[config.mk]
export PLATFORM = sky130hd
export DESIGN_NAME = wdps_top
export DESIGN_NICKNAME = d
export VERILOG_FILES = /design/src/design/wdps_pkg.sv /design/src/design/wdps_top.sv /design/src/design/wdps_tick.sv
export VERILOG_INCLUDE_DIRS = /design/src /design/src/design
export SDC_FILE = /design/constraint.sdc
export NUM_CORES = 1
export LEC_CHECK = 0
export CORE_MARGIN = 10
export CORE_UTILIZATION = 35
export CTS_CLUSTER_SIZE = 25
export DETAILED_ROUTE_END_ITERATION = 8
export DONT_BUFFER_PORTS = 1
export HOLD_SLACK_MARGIN = 0.06
export PLACE_DENSITY_LB_ADDON = 0.15
export REMOVE_ABC_BUFFERS = 1
export SLEW_MARGIN = 40
export SYNTH_ARGS = -nofsm -noshare
export SYNTH_HDL_FRONTEND = slang
export SYNTH_HIERARCHICAL = 1
export SYNTH_SLANG_ARGS = --single-unit
export TNS_END_PERCENT = 30
[constraint.sdc]
create_clock -name clock_i -period 2.08 [get_ports clock_i]
set_input_delay 0.208 -clock clock_i [delete_from_list [all_inputs] [get_ports clock_i]]
set_output_delay 0.208 -clock clock_i [all_outputs]
set_load 0.005 [all_outputs]
[src/design/wdps_cfg.svh]
// Offsets, field positions, reset values and timing counts of the watchdog block
`ifndef WDPS_CFG_SVH
`define WDPS_CFG_SVH
`define WDPS_IDX_PRESET_LO 8'h34
`define WDPS_IDX_PRESET_HI 8'h36
`define WDPS_IDX_CTRL 8'h38
`define WDPS_IDX_RELOAD 8'h3a
`define WDPS_IDX_NVM 8'h3c
`define WDPS_IDX_STATUS 8'h44
`define WDPS_IDX_MASK 8'h46
`define WDPS_CTL_RUN 0
`define WDPS_CTL_IRQEN 1
`define WDPS_CTL_ZERO 2
`define WDPS_RELOAD_BIT 0
`define WDPS_NVM_DO 0
`define WDPS_NVM_DI 1
`define WDPS_NVM_CLK 2
`define WDPS_NVM_CS 3
`define WDPS_ST_ZERO 0
`define WDPS_ST_LOAD 1
`define WDPS_PRESET_RST 32'h0000ffff
`define WDPS_MASK_RST 16'h0001
`define WDPS_TICK_NS 100
`define WDPS_CLK_PERIOD_PS 4000
`define WDPS_TICK_CYCLES ((`WDPS_TICK_NS * 1000) / `WDPS_CLK_PERIOD_PS)
`define WDPS_NVM_READ_OP 3'b110
`define WDPS_NVM_PU_BASE 6'h00
`define WDPS_NVM_OV_BASE 6'h10
`define WDPS_NVM_CMD_BITS 9
`define WDPS_NVM_LAST_BIT 5'h18
`endif

[src/design/wdps_pkg.sv]
// Types shared by the watchdog block
package wdps_pkg;
  typedef logic [31:0] wdps_bus_t;
  typedef logic [15:0] wdps_word_t;
  typedef enum logic [3:0] {
    WDPS_LD_BOOT = 4'b0001,
    WDPS_LD_SHIFT = 4'b0010,
    WDPS_LD_GAP = 4'b0100,
    WDPS_LD_DONE = 4'b1000
  } wdps_load_e;
endpackage : wdps_pkg

[src/design/wdps_top.sv]
// Watchdog with serial-memory store of output presets, Avalon-MM slave
//
// Local design decision: register access over Avalon-MM.
`include "wdps_cfg.svh"
`timescale 1ns/1ps
`default_nettype none
module wdps_top #(
  parameter int TICK_DIV = `WDPS_TICK_CYCLES,
  parameter int PORTS = 8
) (
  input wire logic clock_i,
  input wire logic rstn_i,
  input wire logic [9:0] avs_address_i,
  input wire logic avs_read_i,
  input wire logic avs_write_i,
  input wire wdps_pkg::wdps_bus_t avs_writedata_i,
  input wire logic [3:0] avs_byteenable_i,
  output wdps_pkg::wdps_bus_t avs_readdata_o,
  output logic avs_waitrequest_o,
  output logic irq_o,
  output logic nvm_cs_o,
  output logic nvm_clk_o,
  output logic nvm_serial_in_o,
  input wire logic nvm_do_i,
  output logic nvm_do_o,
  output logic nvm_do_oe_o,
  input wire logic [8*PORTS-1:0] host_port_i,
  input wire logic host_port_we_i,
  output logic [8*PORTS-1:0] isolated_output_port_o,
  output logic preset_loaded_o
);
  import wdps_pkg::*;

  localparam int WORDS = PORTS / 2;

  ////////////////////////////////////////////////////////////////////////////
  // Decode helpers

  function automatic logic hit(input logic [9:0] a, input logic [7:0] idx);
    hit = (a == {idx, 2'b00});
  endfunction : hit

  function automatic wdps_word_t merge16(input wdps_word_t old, input wdps_bus_t wd,
                                         input logic [3:0] be);
    merge16 = old;
    if (be[0]) begin
      merge16[7:0] = wd[7:0];
    end
    if (be[1]) begin
      merge16[15:8] = wd[15:8];
    end
  endfunction : merge16

  ////////////////////////////////////////////////////////////////////////////
  // Bus handshake

  logic req;
  logic wr_take;
  logic rd_cap;

  assign req = avs_read_i | avs_write_i;
  assign wr_take = avs_write_i & ~avs_waitrequest_o;
  assign rd_cap = avs_read_i & avs_waitrequest_o;

  always_ff @(posedge clock_i or negedge rstn_i) begin
    if (!rstn_i) begin
      avs_waitrequest_o <= 1'b1;
    end else if (!avs_waitrequest_o) begin
      avs_waitrequest_o <= 1'b1;
    end else if (req) begin
      avs_waitrequest_o <= 1'b0;
    end
  end

  ////////////////////////////////////////////////////////////////////////////
  // Software registers

  wdps_word_t preset_lo;
  wdps_word_t preset_hi;
  logic [31:0] preset;
  logic run_en;
  logic zero_irq_enable;
  logic [3:0] nvm_line;
  wdps_word_t irq_status;
  wdps_word_t irq_mask;
  logic [31:0] countdown_value;
  logic zero_reached_flag;
  logic tick;
  logic zero_evt;
  logic load_evt;
  logic reload_request;
  logic run_start;

  assign preset = {preset_hi, preset_lo};

  always_ff @(posedge clock_i or negedge rstn_i) begin
    if (!rstn_i) begin
      preset_lo <= 16'(`WDPS_PRESET_RST);
      preset_hi <= 16'h0000;
    end else if (wr_take) begin
      if (hit(avs_address_i, `WDPS_IDX_PRESET_LO)) begin
        preset_lo <= merge16(preset_lo, avs_writedata_i, avs_byteenable_i);
      end else if (hit(avs_address_i, `WDPS_IDX_PRESET_HI)) begin
        preset_hi <= merge16(preset_hi, avs_writedata_i, avs_byteenable_i);
      end
    end
  end

  assign run_start = wr_take & hit(avs_address_i, `WDPS_IDX_CTRL) & avs_byteenable_i[0]
                     & avs_writedata_i[`WDPS_CTL_RUN] & ~run_en;
  assign reload_request = wr_take & hit(avs_address_i, `WDPS_IDX_RELOAD) & avs_byteenable_i[0]
                          & ~avs_writedata_i[`WDPS_RELOAD_BIT];

  always_ff @(posedge clock_i or negedge rstn_i) begin
    if (!rstn_i) begin
      run_en <= 1'b0;
      zero_irq_enable <= 1'b0;
    end else if (wr_take && hit(avs_address_i, `WDPS_IDX_CTRL) && avs_byteenable_i[0]) begin
      run_en <= avs_writedata_i[`WDPS_CTL_RUN];
      zero_irq_enable <= avs_writedata_i[`WDPS_CTL_IRQEN];
    end
  end

  always_ff @(posedge clock_i or negedge rstn_i) begin
    if (!rstn_i) begin
      nvm_line <= 4'h0;
    end else if (wr_take && hit(avs_address_i, `WDPS_IDX_NVM) && avs_byteenable_i[0]) begin
      nvm_line <= avs_writedata_i[3:0];
    end
  end

  ////////////////////////////////////////////////////////////////////////////
  // Countdown

  wdps_tick #(
    .DIV(TICK_DIV)
  ) u_tick (
    .clock_i(clock_i),
    .rstn_i(rstn_i),
    .tick_o(tick)
  );

  assign zero_reached_flag = (countdown_value == 32'h0000_0000);
  assign zero_evt = run_en & tick & (countdown_value == 32'h0000_0001) & ~reload_request;

  always_ff @(posedge clock_i or negedge rstn_i) begin
    if (!rstn_i) begin
      countdown_value <= `WDPS_PRESET_RST;
    end else if (reload_request || run_start) begin
      countdown_value <= preset;
    end else if (run_en && tick && !zero_reached_flag) begin
      countdown_value <= countdown_value - 32'h0000_0001;
    end
  end

  ////////////////////////////////////////////////////////////////////////////
  // Interrupt status and mask

  always_ff @(posedge clock_i or negedge rstn_i) begin
    if (!rstn_i) begin
      irq_status <= 16'h0000;
    end else begin
      for (int i = 0; i < 16; i++) begin
        if (i == `WDPS_ST_ZERO && zero_evt && zero_irq_enable) begin
          irq_status[i] <= 1'b1;
        end else if (i == `WDPS_ST_LOAD && load_evt) begin
          irq_status[i] <= 1'b1;
        end else if (wr_take && hit(avs_address_i, `WDPS_IDX_STATUS) && avs_byteenable_i[i / 8]
                     && avs_writedata_i[i]) begin
          irq_status[i] <= 1'b0;
        end
      end
    end
  end

  always_ff @(posedge clock_i or negedge rstn_i) begin
    if (!rstn_i) begin
      irq_mask <= `WDPS_MASK_RST;
    end else if (wr_take && hit(avs_address_i, `WDPS_IDX_MASK)) begin
      irq_mask <= merge16(irq_mask, avs_writedata_i, avs_byteenable_i);
    end
  end

  always_ff @(posedge clock_i or negedge rstn_i) begin
    if (!rstn_i) begin
      irq_o <= 1'b0;
    end else begin
      irq_o <= |(irq_status & irq_mask);
    end
  end

  ////////////////////////////////////////////////////////////////////////////
  // Read data

  wdps_word_t rd_word;

  always_comb begin
    rd_word = 16'h0000;
    if (hit(avs_address_i, `WDPS_IDX_PRESET_LO)) begin
      rd_word = preset_lo;
    end else if (hit(avs_address_i, `WDPS_IDX_PRESET_HI)) begin
      rd_word = preset_hi;
    end else if (hit(avs_address_i, `WDPS_IDX_CTRL)) begin
      rd_word[`WDPS_CTL_RUN] = run_en;
      rd_word[`WDPS_CTL_IRQEN] = zero_irq_enable;
      rd_word[`WDPS_CTL_ZERO] = zero_reached_flag;
    end else if (hit(avs_address_i, `WDPS_IDX_NVM)) begin
      rd_word[`WDPS_NVM_DO] = nvm_do_i;
    end else if (hit(avs_address_i, `WDPS_IDX_STATUS)) begin
      rd_word = irq_status;
    end else if (hit(avs_address_i, `WDPS_IDX_MASK)) begin
      rd_word = irq_mask;
    end
  end

  always_ff @(posedge clock_i or negedge rstn_i) begin
    if (!rstn_i) begin
      avs_readdata_o <= 32'h0000_0000;
    end else if (rd_cap) begin
      avs_readdata_o <= {16'h0000, rd_word};
    end
  end

  ////////////////////////////////////////////////////////////////////////////
  // Power-up read of the serial memory

  wdps_load_e ld_state;
  logic [2:0] ld_word;
  logic [4:0] ld_bit;
  logic ld_phase;
  wdps_word_t ld_shift;
  logic ld_cs;
  logic ld_clk;
  logic ld_di;
  logic [5:0] ld_addr;
  logic [8:0] ld_cmd;
  wdps_word_t pu_words [WORDS];
  wdps_word_t ov_words [WORDS];
  logic [8*PORTS-1:0] pu_flat;
  logic [8*PORTS-1:0] ov_flat;

  assign ld_addr = (ld_word[2] ? `WDPS_NVM_OV_BASE : `WDPS_NVM_PU_BASE) | {4'h0, ld_word[1:0]};
  assign ld_cmd = {`WDPS_NVM_READ_OP, ld_addr};
  assign load_evt = (ld_state == WDPS_LD_GAP) & tick & (ld_word == 3'(2 * WORDS - 1));

  always_ff @(posedge clock_i or negedge rstn_i) begin
    if (!rstn_i) begin
      ld_state <= WDPS_LD_BOOT;
      ld_word <= 3'h0;
      ld_bit <= 5'h00;
      ld_phase <= 1'b0;
      ld_cs <= 1'b0;
      ld_clk <= 1'b0;
      ld_di <= 1'b0;
    end else if (tick) begin
      case (ld_state)
        WDPS_LD_BOOT: begin
          ld_state <= WDPS_LD_SHIFT;
          ld_cs <= 1'b1;
          ld_bit <= 5'h00;
          ld_phase <= 1'b0;
          ld_di <= ld_cmd[8];
        end
        WDPS_LD_SHIFT: begin
          ld_phase <= ~ld_phase;
          ld_clk <= ~ld_phase;
          if (ld_phase) begin
            if (ld_bit == `WDPS_NVM_LAST_BIT) begin
              ld_state <= WDPS_LD_GAP;
              ld_cs <= 1'b0;
              ld_di <= 1'b0;
            end else begin
              ld_bit <= ld_bit + 5'h01;
              ld_di <= (ld_bit < 5'(`WDPS_NVM_CMD_BITS - 1)) ? ld_cmd[4'(7) - 4'(ld_bit)] : 1'b0;
            end
          end
        end
        WDPS_LD_GAP: begin
          if (ld_word == 3'(2 * WORDS - 1)) begin
            ld_state <= WDPS_LD_DONE;
          end else begin
            ld_word <= ld_word + 3'h1;
            ld_state <= WDPS_LD_BOOT;
          end
        end
        WDPS_LD_DONE: begin
          ld_cs <= 1'b0;
        end
        default: begin
          ld_state <= WDPS_LD_DONE;
        end
      endcase
    end
  end

  always_ff @(posedge clock_i or negedge rstn_i) begin
    if (!rstn_i) begin
      ld_shift <= 16'h0000;
    end else if (tick && ld_state == WDPS_LD_SHIFT && ld_phase) begin
      ld_shift <= {ld_shift[14:0], nvm_do_i};
    end
  end

  always_ff @(posedge clock_i or negedge rstn_i) begin
    if (!rstn_i) begin
      for (int k = 0; k < WORDS; k++) begin
        pu_words[k] <= 16'h0000;
        ov_words[k] <= 16'h0000;
      end
    end else if (tick && ld_state == WDPS_LD_GAP) begin
      if (ld_word[2]) begin
        ov_words[ld_word[1:0]] <= ld_shift;
      end else begin
        pu_words[ld_word[1:0]] <= ld_shift;
      end
    end
  end

  // Word k carries port 2k in the low byte, port 2k+1 in the high byte
  for (genvar k = 0; k < WORDS; k++) begin : g_flat
    assign pu_flat[16*k +: 16] = pu_words[k];
    assign ov_flat[16*k +: 16] = ov_words[k];
  end

  ////////////////////////////////////////////////////////////////////////////
  // Output ports and memory pins

  always_ff @(posedge clock_i or negedge rstn_i) begin
    if (!rstn_i) begin
      isolated_output_port_o <= '0;
    end else if (zero_evt) begin
      isolated_output_port_o <= ov_flat;
    end else if (load_evt) begin
      isolated_output_port_o <= pu_flat;
    end else if (host_port_we_i && preset_loaded_o) begin
      isolated_output_port_o <= host_port_i;
    end
  end

  always_ff @(posedge clock_i or negedge rstn_i) begin
    if (!rstn_i) begin
      preset_loaded_o <= 1'b0;
    end else if (load_evt) begin
      preset_loaded_o <= 1'b1;
    end
  end

  always_ff @(posedge clock_i or negedge rstn_i) begin
    if (!rstn_i) begin
      nvm_cs_o <= 1'b0;
      nvm_clk_o <= 1'b0;
      nvm_serial_in_o <= 1'b0;
      nvm_do_o <= 1'b0;
      nvm_do_oe_o <= 1'b0;
    end else if (!preset_loaded_o) begin
      nvm_cs_o <= ld_cs;
      nvm_clk_o <= ld_clk;
      nvm_serial_in_o <= ld_di;
      nvm_do_o <= 1'b0;
      nvm_do_oe_o <= 1'b0;
    end else begin
      nvm_cs_o <= nvm_line[`WDPS_NVM_CS];
      nvm_clk_o <= nvm_line[`WDPS_NVM_CLK];
      nvm_serial_in_o <= nvm_line[`WDPS_NVM_DI];
      nvm_do_o <= nvm_line[`WDPS_NVM_DO];
      nvm_do_oe_o <= ~nvm_line[`WDPS_NVM_CS];
    end
  end
endmodule : wdps_top
`default_nettype wire

[src/design/wdps_tick.sv]
// Divider giving a one-cycle enable pulse every DIV clocks
`timescale 1ns/1ps
`default_nettype none
module wdps_tick #(
  parameter int DIV = 25
) (
  input wire logic clock_i,
  input wire logic rstn_i,
  output logic tick_o
);
  logic [15:0] cnt;

  always_ff @(posedge clock_i or negedge rstn_i) begin
    if (!rstn_i) begin
      cnt <= 16'h0000;
      tick_o <= 1'b0;
    end else if (cnt == 16'(DIV - 1)) begin
      cnt <= 16'h0000;
      tick_o <= 1'b1;
    end else begin
      cnt <= cnt + 16'h0001;
      tick_o <= 1'b0;
    end
  end
endmodule : wdps_tick
`default_nettype wire

After elaboration in Yosys (flattened, before gate mapping)
Index checks and enable logic that the tools add are counted.
Word-level totals
  flip-flop bits (word level): 353
  input port bits: 116
  output and inout port bits: 104
  word-level logic and storage cells: 185
Operators by class
  $add $sub $neg: 5
  $lt $le $gt $ge: 4
  equal/unequal tests: 18
  muxes and demuxes: 48
  bitwise gates (word level): 28
  reduce and logical (&&, ||, !) cells: 42
Operators by type and width (count)
  $mux 64: 3
  $bwmux 64: 2
  $mux 16: 6
  $mux 32: 2
  $eq 10x8->1 const B: 5
  $demux 16 s2: 1
  $eq 32x1->1 const B: 1
  $logic_not 32->1: 1
  $sub 32x1->32 const B: 1
  $eq 10x9->1 const B: 2
  $reduce_and 4->1: 5
  $mux 1: 19
  $logic_and 1x1->1: 17
  $add 16x1->16 const B: 1
  $and 2x16->16: 1
  $eq 16x5->1 const B: 1
  $pmux 4 s4: 1
  $reduce_or 16->1: 1
  $mux 15: 1
  $mux 5: 3
  $and 1x1->1: 14
  $mux 13: 1
  $mux 4: 3
  $reduce_and 2->1: 6
  28 further kinds: 47

Depth between registers and ports, before layout
  word-level depth: 9
  depth in mapped cells: 10
  mapped depth without buffers: 8

By module
Netlist, hierarchy kept.
By module, submodules not included
  wdps_top: times used 1, cells an instance 1397, area an instance 15248.4 µm², sequential area each 8451.9 µm²
  wdps_tick: times used 1, cells an instance 72, area an instance 822.0 µm², sequential area each 425.4 µm²

Least setup slack after synthesis
OpenSTA, ideal clock, no wires.
  kind: register -> register
  start: register ld_state[0]
  end: register pu_words, in the netlist pu_flat[10]
  setup time: 125 ps
  arrival time: 1937 ps
  data required time: 1955 ps
  path slack: 18 ps
  cell stages (with the launch flop): 8
  path buffers: 3
  period minus slack after synthesis: 2062 ps
  path through: dfstp_2 clkbuf_1 or4_1 nor2_1 and2_1 buf_4 buf_6 mux2_2
On the way
  cells in the longest elaborated chain, start to end: 3
RTL lines
  start: declaration: RTL line wdps_top.sv:227  | wdps_load_e ld_state;
  start signal: assignment: RTL line wdps_top.sv:248  | ld_state <= WDPS_LD_BOOT;
  start signal: assignment: RTL line wdps_top.sv:258  | ld_state <= WDPS_LD_SHIFT;
  start signal: assignment: RTL line wdps_top.sv:269  | ld_state <= WDPS_LD_GAP;
  $eq 4x3->1: RTL line wdps_top.sv:310  | end else if (tick && ld_state == WDPS_LD_GAP) begin
  $logic_and 1x1->1: RTL line wdps_top.sv:310
  $reduce_and 2->1 (no line)
  end signal: indexed assignment: RTL line wdps_top.sv:314  | pu_words[ld_word[1:0]] <= ld_shift;
  end: declaration: RTL line wdps_top.sv:237  | wdps_word_t pu_words [WORDS];
Every way passes these cells.
A chain may end at the register's enable or synchronous reset.

Worst setup path after layout
  start: register countdown_value[19]
  end: register countdown_value[21]
On the way
  cells in the longest elaborated chain, start to end: 4
  elaborated cells between the ends (all ways): 7
  classes of those cells: add/sub (1); mux (2); reduce/logical (4)
RTL lines
  start: declaration: RTL line wdps_top.sv:86  | logic [31:0] countdown_value;
  start signal: assignment: RTL line wdps_top.sv:148  | countdown_value <= `WDPS_PRESET_RST;
  start signal: assignment: RTL line wdps_top.sv:150  | countdown_value <= preset;
  start signal: assignment: RTL line wdps_top.sv:152  | countdown_value <= countdown_value - 32'h0000_0001;
  parallel branches: the longest is 4 deep, another holds $sub 32x1->32
Several ways; the timed one is not identified. The select of a mux whose other input is x is not followed.

==> out/results.ini <==
[power]
p_comb_frac=0.016
leakage_nw=9.24
p_switching_mw=2.99
ir_worst_vdd_mv=0.647
clockPowerShare=0.497
p_total_mw=14.2
seq_power_share=0.487
internal-power_mw=11.2
power_density_nw_per_um2=696
power.share.switching=0.211

[floorplan]
die_h_um=234
core_um2=45400
die_area_um2=54900
io_pins=220
fp.dieW_um=234
rows=78
start_util=0.354

[global_route]
grt_pass1_vias=11900
grt_max_degree=354
grt_antenna_before_repair=1
grt_util_met2=0.251
met3_usage=0.0343
grt_pass1_wl_um=68200
busiest_layer=met2
met1_usage=0.208
overflow=0
track_usage=0.156

[logic_synthesis]
yosysTopAreaCell=dfrtp_1
synth_area_um2=16100
synth_edf_count=0
async_flop_share=1.00
synth_warnings=6
syn_avg_cell_area_um2=10.9
ys_ff_latch=353
yosys.area.top_type_share=0.495
netlist_top_cells_area=dfrtp_1, mux2_2, dfstp_2, o21ai_0, nand2_1
synth-main-ff-cell=dfrtp_1
synthCells=1469
ys_types=59
yosysSeqAreaShare=0.552

[clock_network]
cts_tree=yes
cts_buffers=41
cts.sinks=353
cts_hold_buf=148
root_buffer=clkbuf_16
clk_path_buf_depth=3
clk_latency_ns=0.56
path_clk_slew_ns=0.06
cts-htree-levels=2

[setup_path]
end_kind=register
crit_fanout=8
cp.arrival_ns=2.46
startpoint_type=register
crit_type=reg -> reg
cp.required_ns=2.50

[run_status]
violations=hold timing
status=finished with violations

[drt]
drc=0
drtIter0Drc=706
routed_wl_um=44100
viasPerCell=5.03
wl_per_cell_um=19.2
first_pass_iters=5
detail-route-antenna-nets=0
num_vias=11500

[timing]
post-route-period-util=0.984
setup_viol=0
slew_headroom=0.123
holdWs_ns=-0.639
tightest_slew_ns=1.32
rsz0062_at_grt=true
min_period_ns=2.05
tns_ns=0
skew_ns=0.0150
max_freq_mhz=488
finalHoldViolCount=318
maxSlewViolCount=0

[finish]
syn2layout_area_growth_pct=26.9
layout-drive-gt1-share=0.260
nets=1793

[placement]
port_buffers=0
globalplace.congestion=0.804
dp_hpwl_um=27500

[hold_path]
min_path_type=in -> async

[flow_run]
maxCapViolations=0

routing by layer:
layer | wire [um] | up-vias | share of wire
met5 | 0 | - | 0
met4 | 733 | 0 | 0.017
met3 | 2520 | 51 | 0.057
met2 | 20800 | 251 | 0.47
met1 | 20000 | 5700 | 0.45
li1 | - | 5531 | -
sequential cells by signal, indices dropped and copies added, names as in the netlist, 2 cells and up:
register	count
ov_flat	64
isolated_output_port_o	64
ld_state	4
pu_flat	64
countdown_value	32
u_tick/cnt	16
ld_word	3
ld_shift	16
preset_lo	16
irq_mask	16
nvm_line	4
irq_status	2
preset_hi	16
ld_bit	5
avs_readdata_o	16
cells by family (layout without fill, tap and decap cells):
logic type / after synthesis / count (layout) / synth area share
AOI/OAI and AO/OA: 230 / 230 / 0.0792
xor gates and xnor gates: 49 / 49 / 0.0267
adders and majority gates: 12 / 12 / 0.00934
buffers and inverters: 129 / 338 / 0.0392
DFF: 353 / 353 / 0.552
muxes: 207 / 207 / 0.145
other: 1 / 17 / 0.000233
and+or+nand+nor: 488 / 488 / 0.148
repair_timing:
action,CTS,global route
buffers inserted,1,7
gates resized for setup,5,37
gates cloned,0,7
endpoints found under the hold margin,478,353
pin swaps,3,14
endpoints found under the setup margin,68,187
layout by cell type, fill, tap and decap left out, drive strengths merged, types with 35 or more instances in the layout:
cell	instances
o21ai	156
dfstp	35
dfrtp	318
buf	96
dlygate4sd3	148
nand2	189
mux2	202
a21oi	40
clkbuf	63
nand3	140
nor2	70
worst paths after layout:
kind                       slack, ns  cells past startpoint                          to           startpoint
max                             0.03                      8         countdown_value[21]  countdown_value[19]
min                            -0.64                      0  isolated_output_port_o[60]               rstn_i
max reg2reg                     0.03                      8         countdown_value[21]  countdown_value[19]
max in group asynchronous       1.66                      0                 ov_flat[61]               rstn_i
min in group clock_i            0.08                      4  isolated_output_port_o[35]       host_port_we_i
min reg2reg                     0.45                      1                 nvm_do_oe_o          nvm_line[3]
metrics by stage:
stage / instance area [um^2] / instances / hold WS [ns] / setup slack, ns / utilization
2_1_floorplan: 15600 / 1371 / -0.0876 / -4.25 / -
3_3_place_gp: 17200 / 2059 / -0.0665 / -0.0763 / 0.379
3_5_place_dp: 17200 / 2059 / -0.0668 / -0.103 / 0.379
4_1_cts: 20000 / 2279 / -0.664 / -0.000863 / 0.441
5_1_grt: 20400 / 2294 / -0.665 / -0.0622 / 0.450
6_report: 20400 / 2294 / -0.639 / 0.0325 / 0.450
critical path, stage by stage, from the launching register on:
cell       delay [ns]
dfrtp_1          0.42
nor4_4           0.41
nand4_4          0.19
buf_6            0.17
o2111ai_1        0.19
buf_4            0.21
nor3_2           0.06
xnor2_1          0.18
a21oi_1          0.08
power by group through the flow:
| stage | Clock, mW | Combinational [mW] | Sequential [mW] |
|---|---|---|---|
| 2_1_floorplan | 0 | 0.0494 | 7.03 |
| 3_3_place_gp | 0 | 0.0783 | 7.03 |
| 3_5_place_dp | 0 | 0.0795 | 7.03 |
| 4_1_cts | 7.30 | 0.230 | 6.91 |
| 5_1_grt | 7.57 | 0.257 | 6.91 |
| 6_report | 7.05 | 0.233 | 6.91 |
Yosys cell counts (all sizes together) (3+ instances only):
| cell | n |
|---|---|
| nand2 | 189 |
| xor2 | 20 |
| nand4 | 10 |
| a222oi | 13 |
| nor4b | 3 |
| o22ai | 5 |
| o21ai | 156 |
| mux2i | 5 |
| inv | 16 |
| clkbuf | 54 |
| nand2b | 3 |
| a22o | 3 |
| nor3 | 21 |
| and3b | 3 |
| ha | 12 |
| a21oi | 40 |
| xnor2 | 29 |
| nor4 | 22 |
| nor2b | 4 |
| mux2 | 202 |
| nor3b | 3 |
| buf | 59 |
| nand3 | 140 |
| and2 | 9 |
| dfstp | 35 |
| dfrtp | 318 |
| nor2 | 70 |
layout make-up:
type / count / area, um^2
fillers: 4215 / 25000
flip-flops and latches: 353 / 8880
multi-input cells: 1002 / 6780
repair buffers: 251 / 2610
clock buffers: 56 / 1160
well taps: 600 / 751
clock inverters: 15 / 154
inverters: 16 / 60.1
diodes: 1 / 2.50
Power figures use the tool's default switching activity.
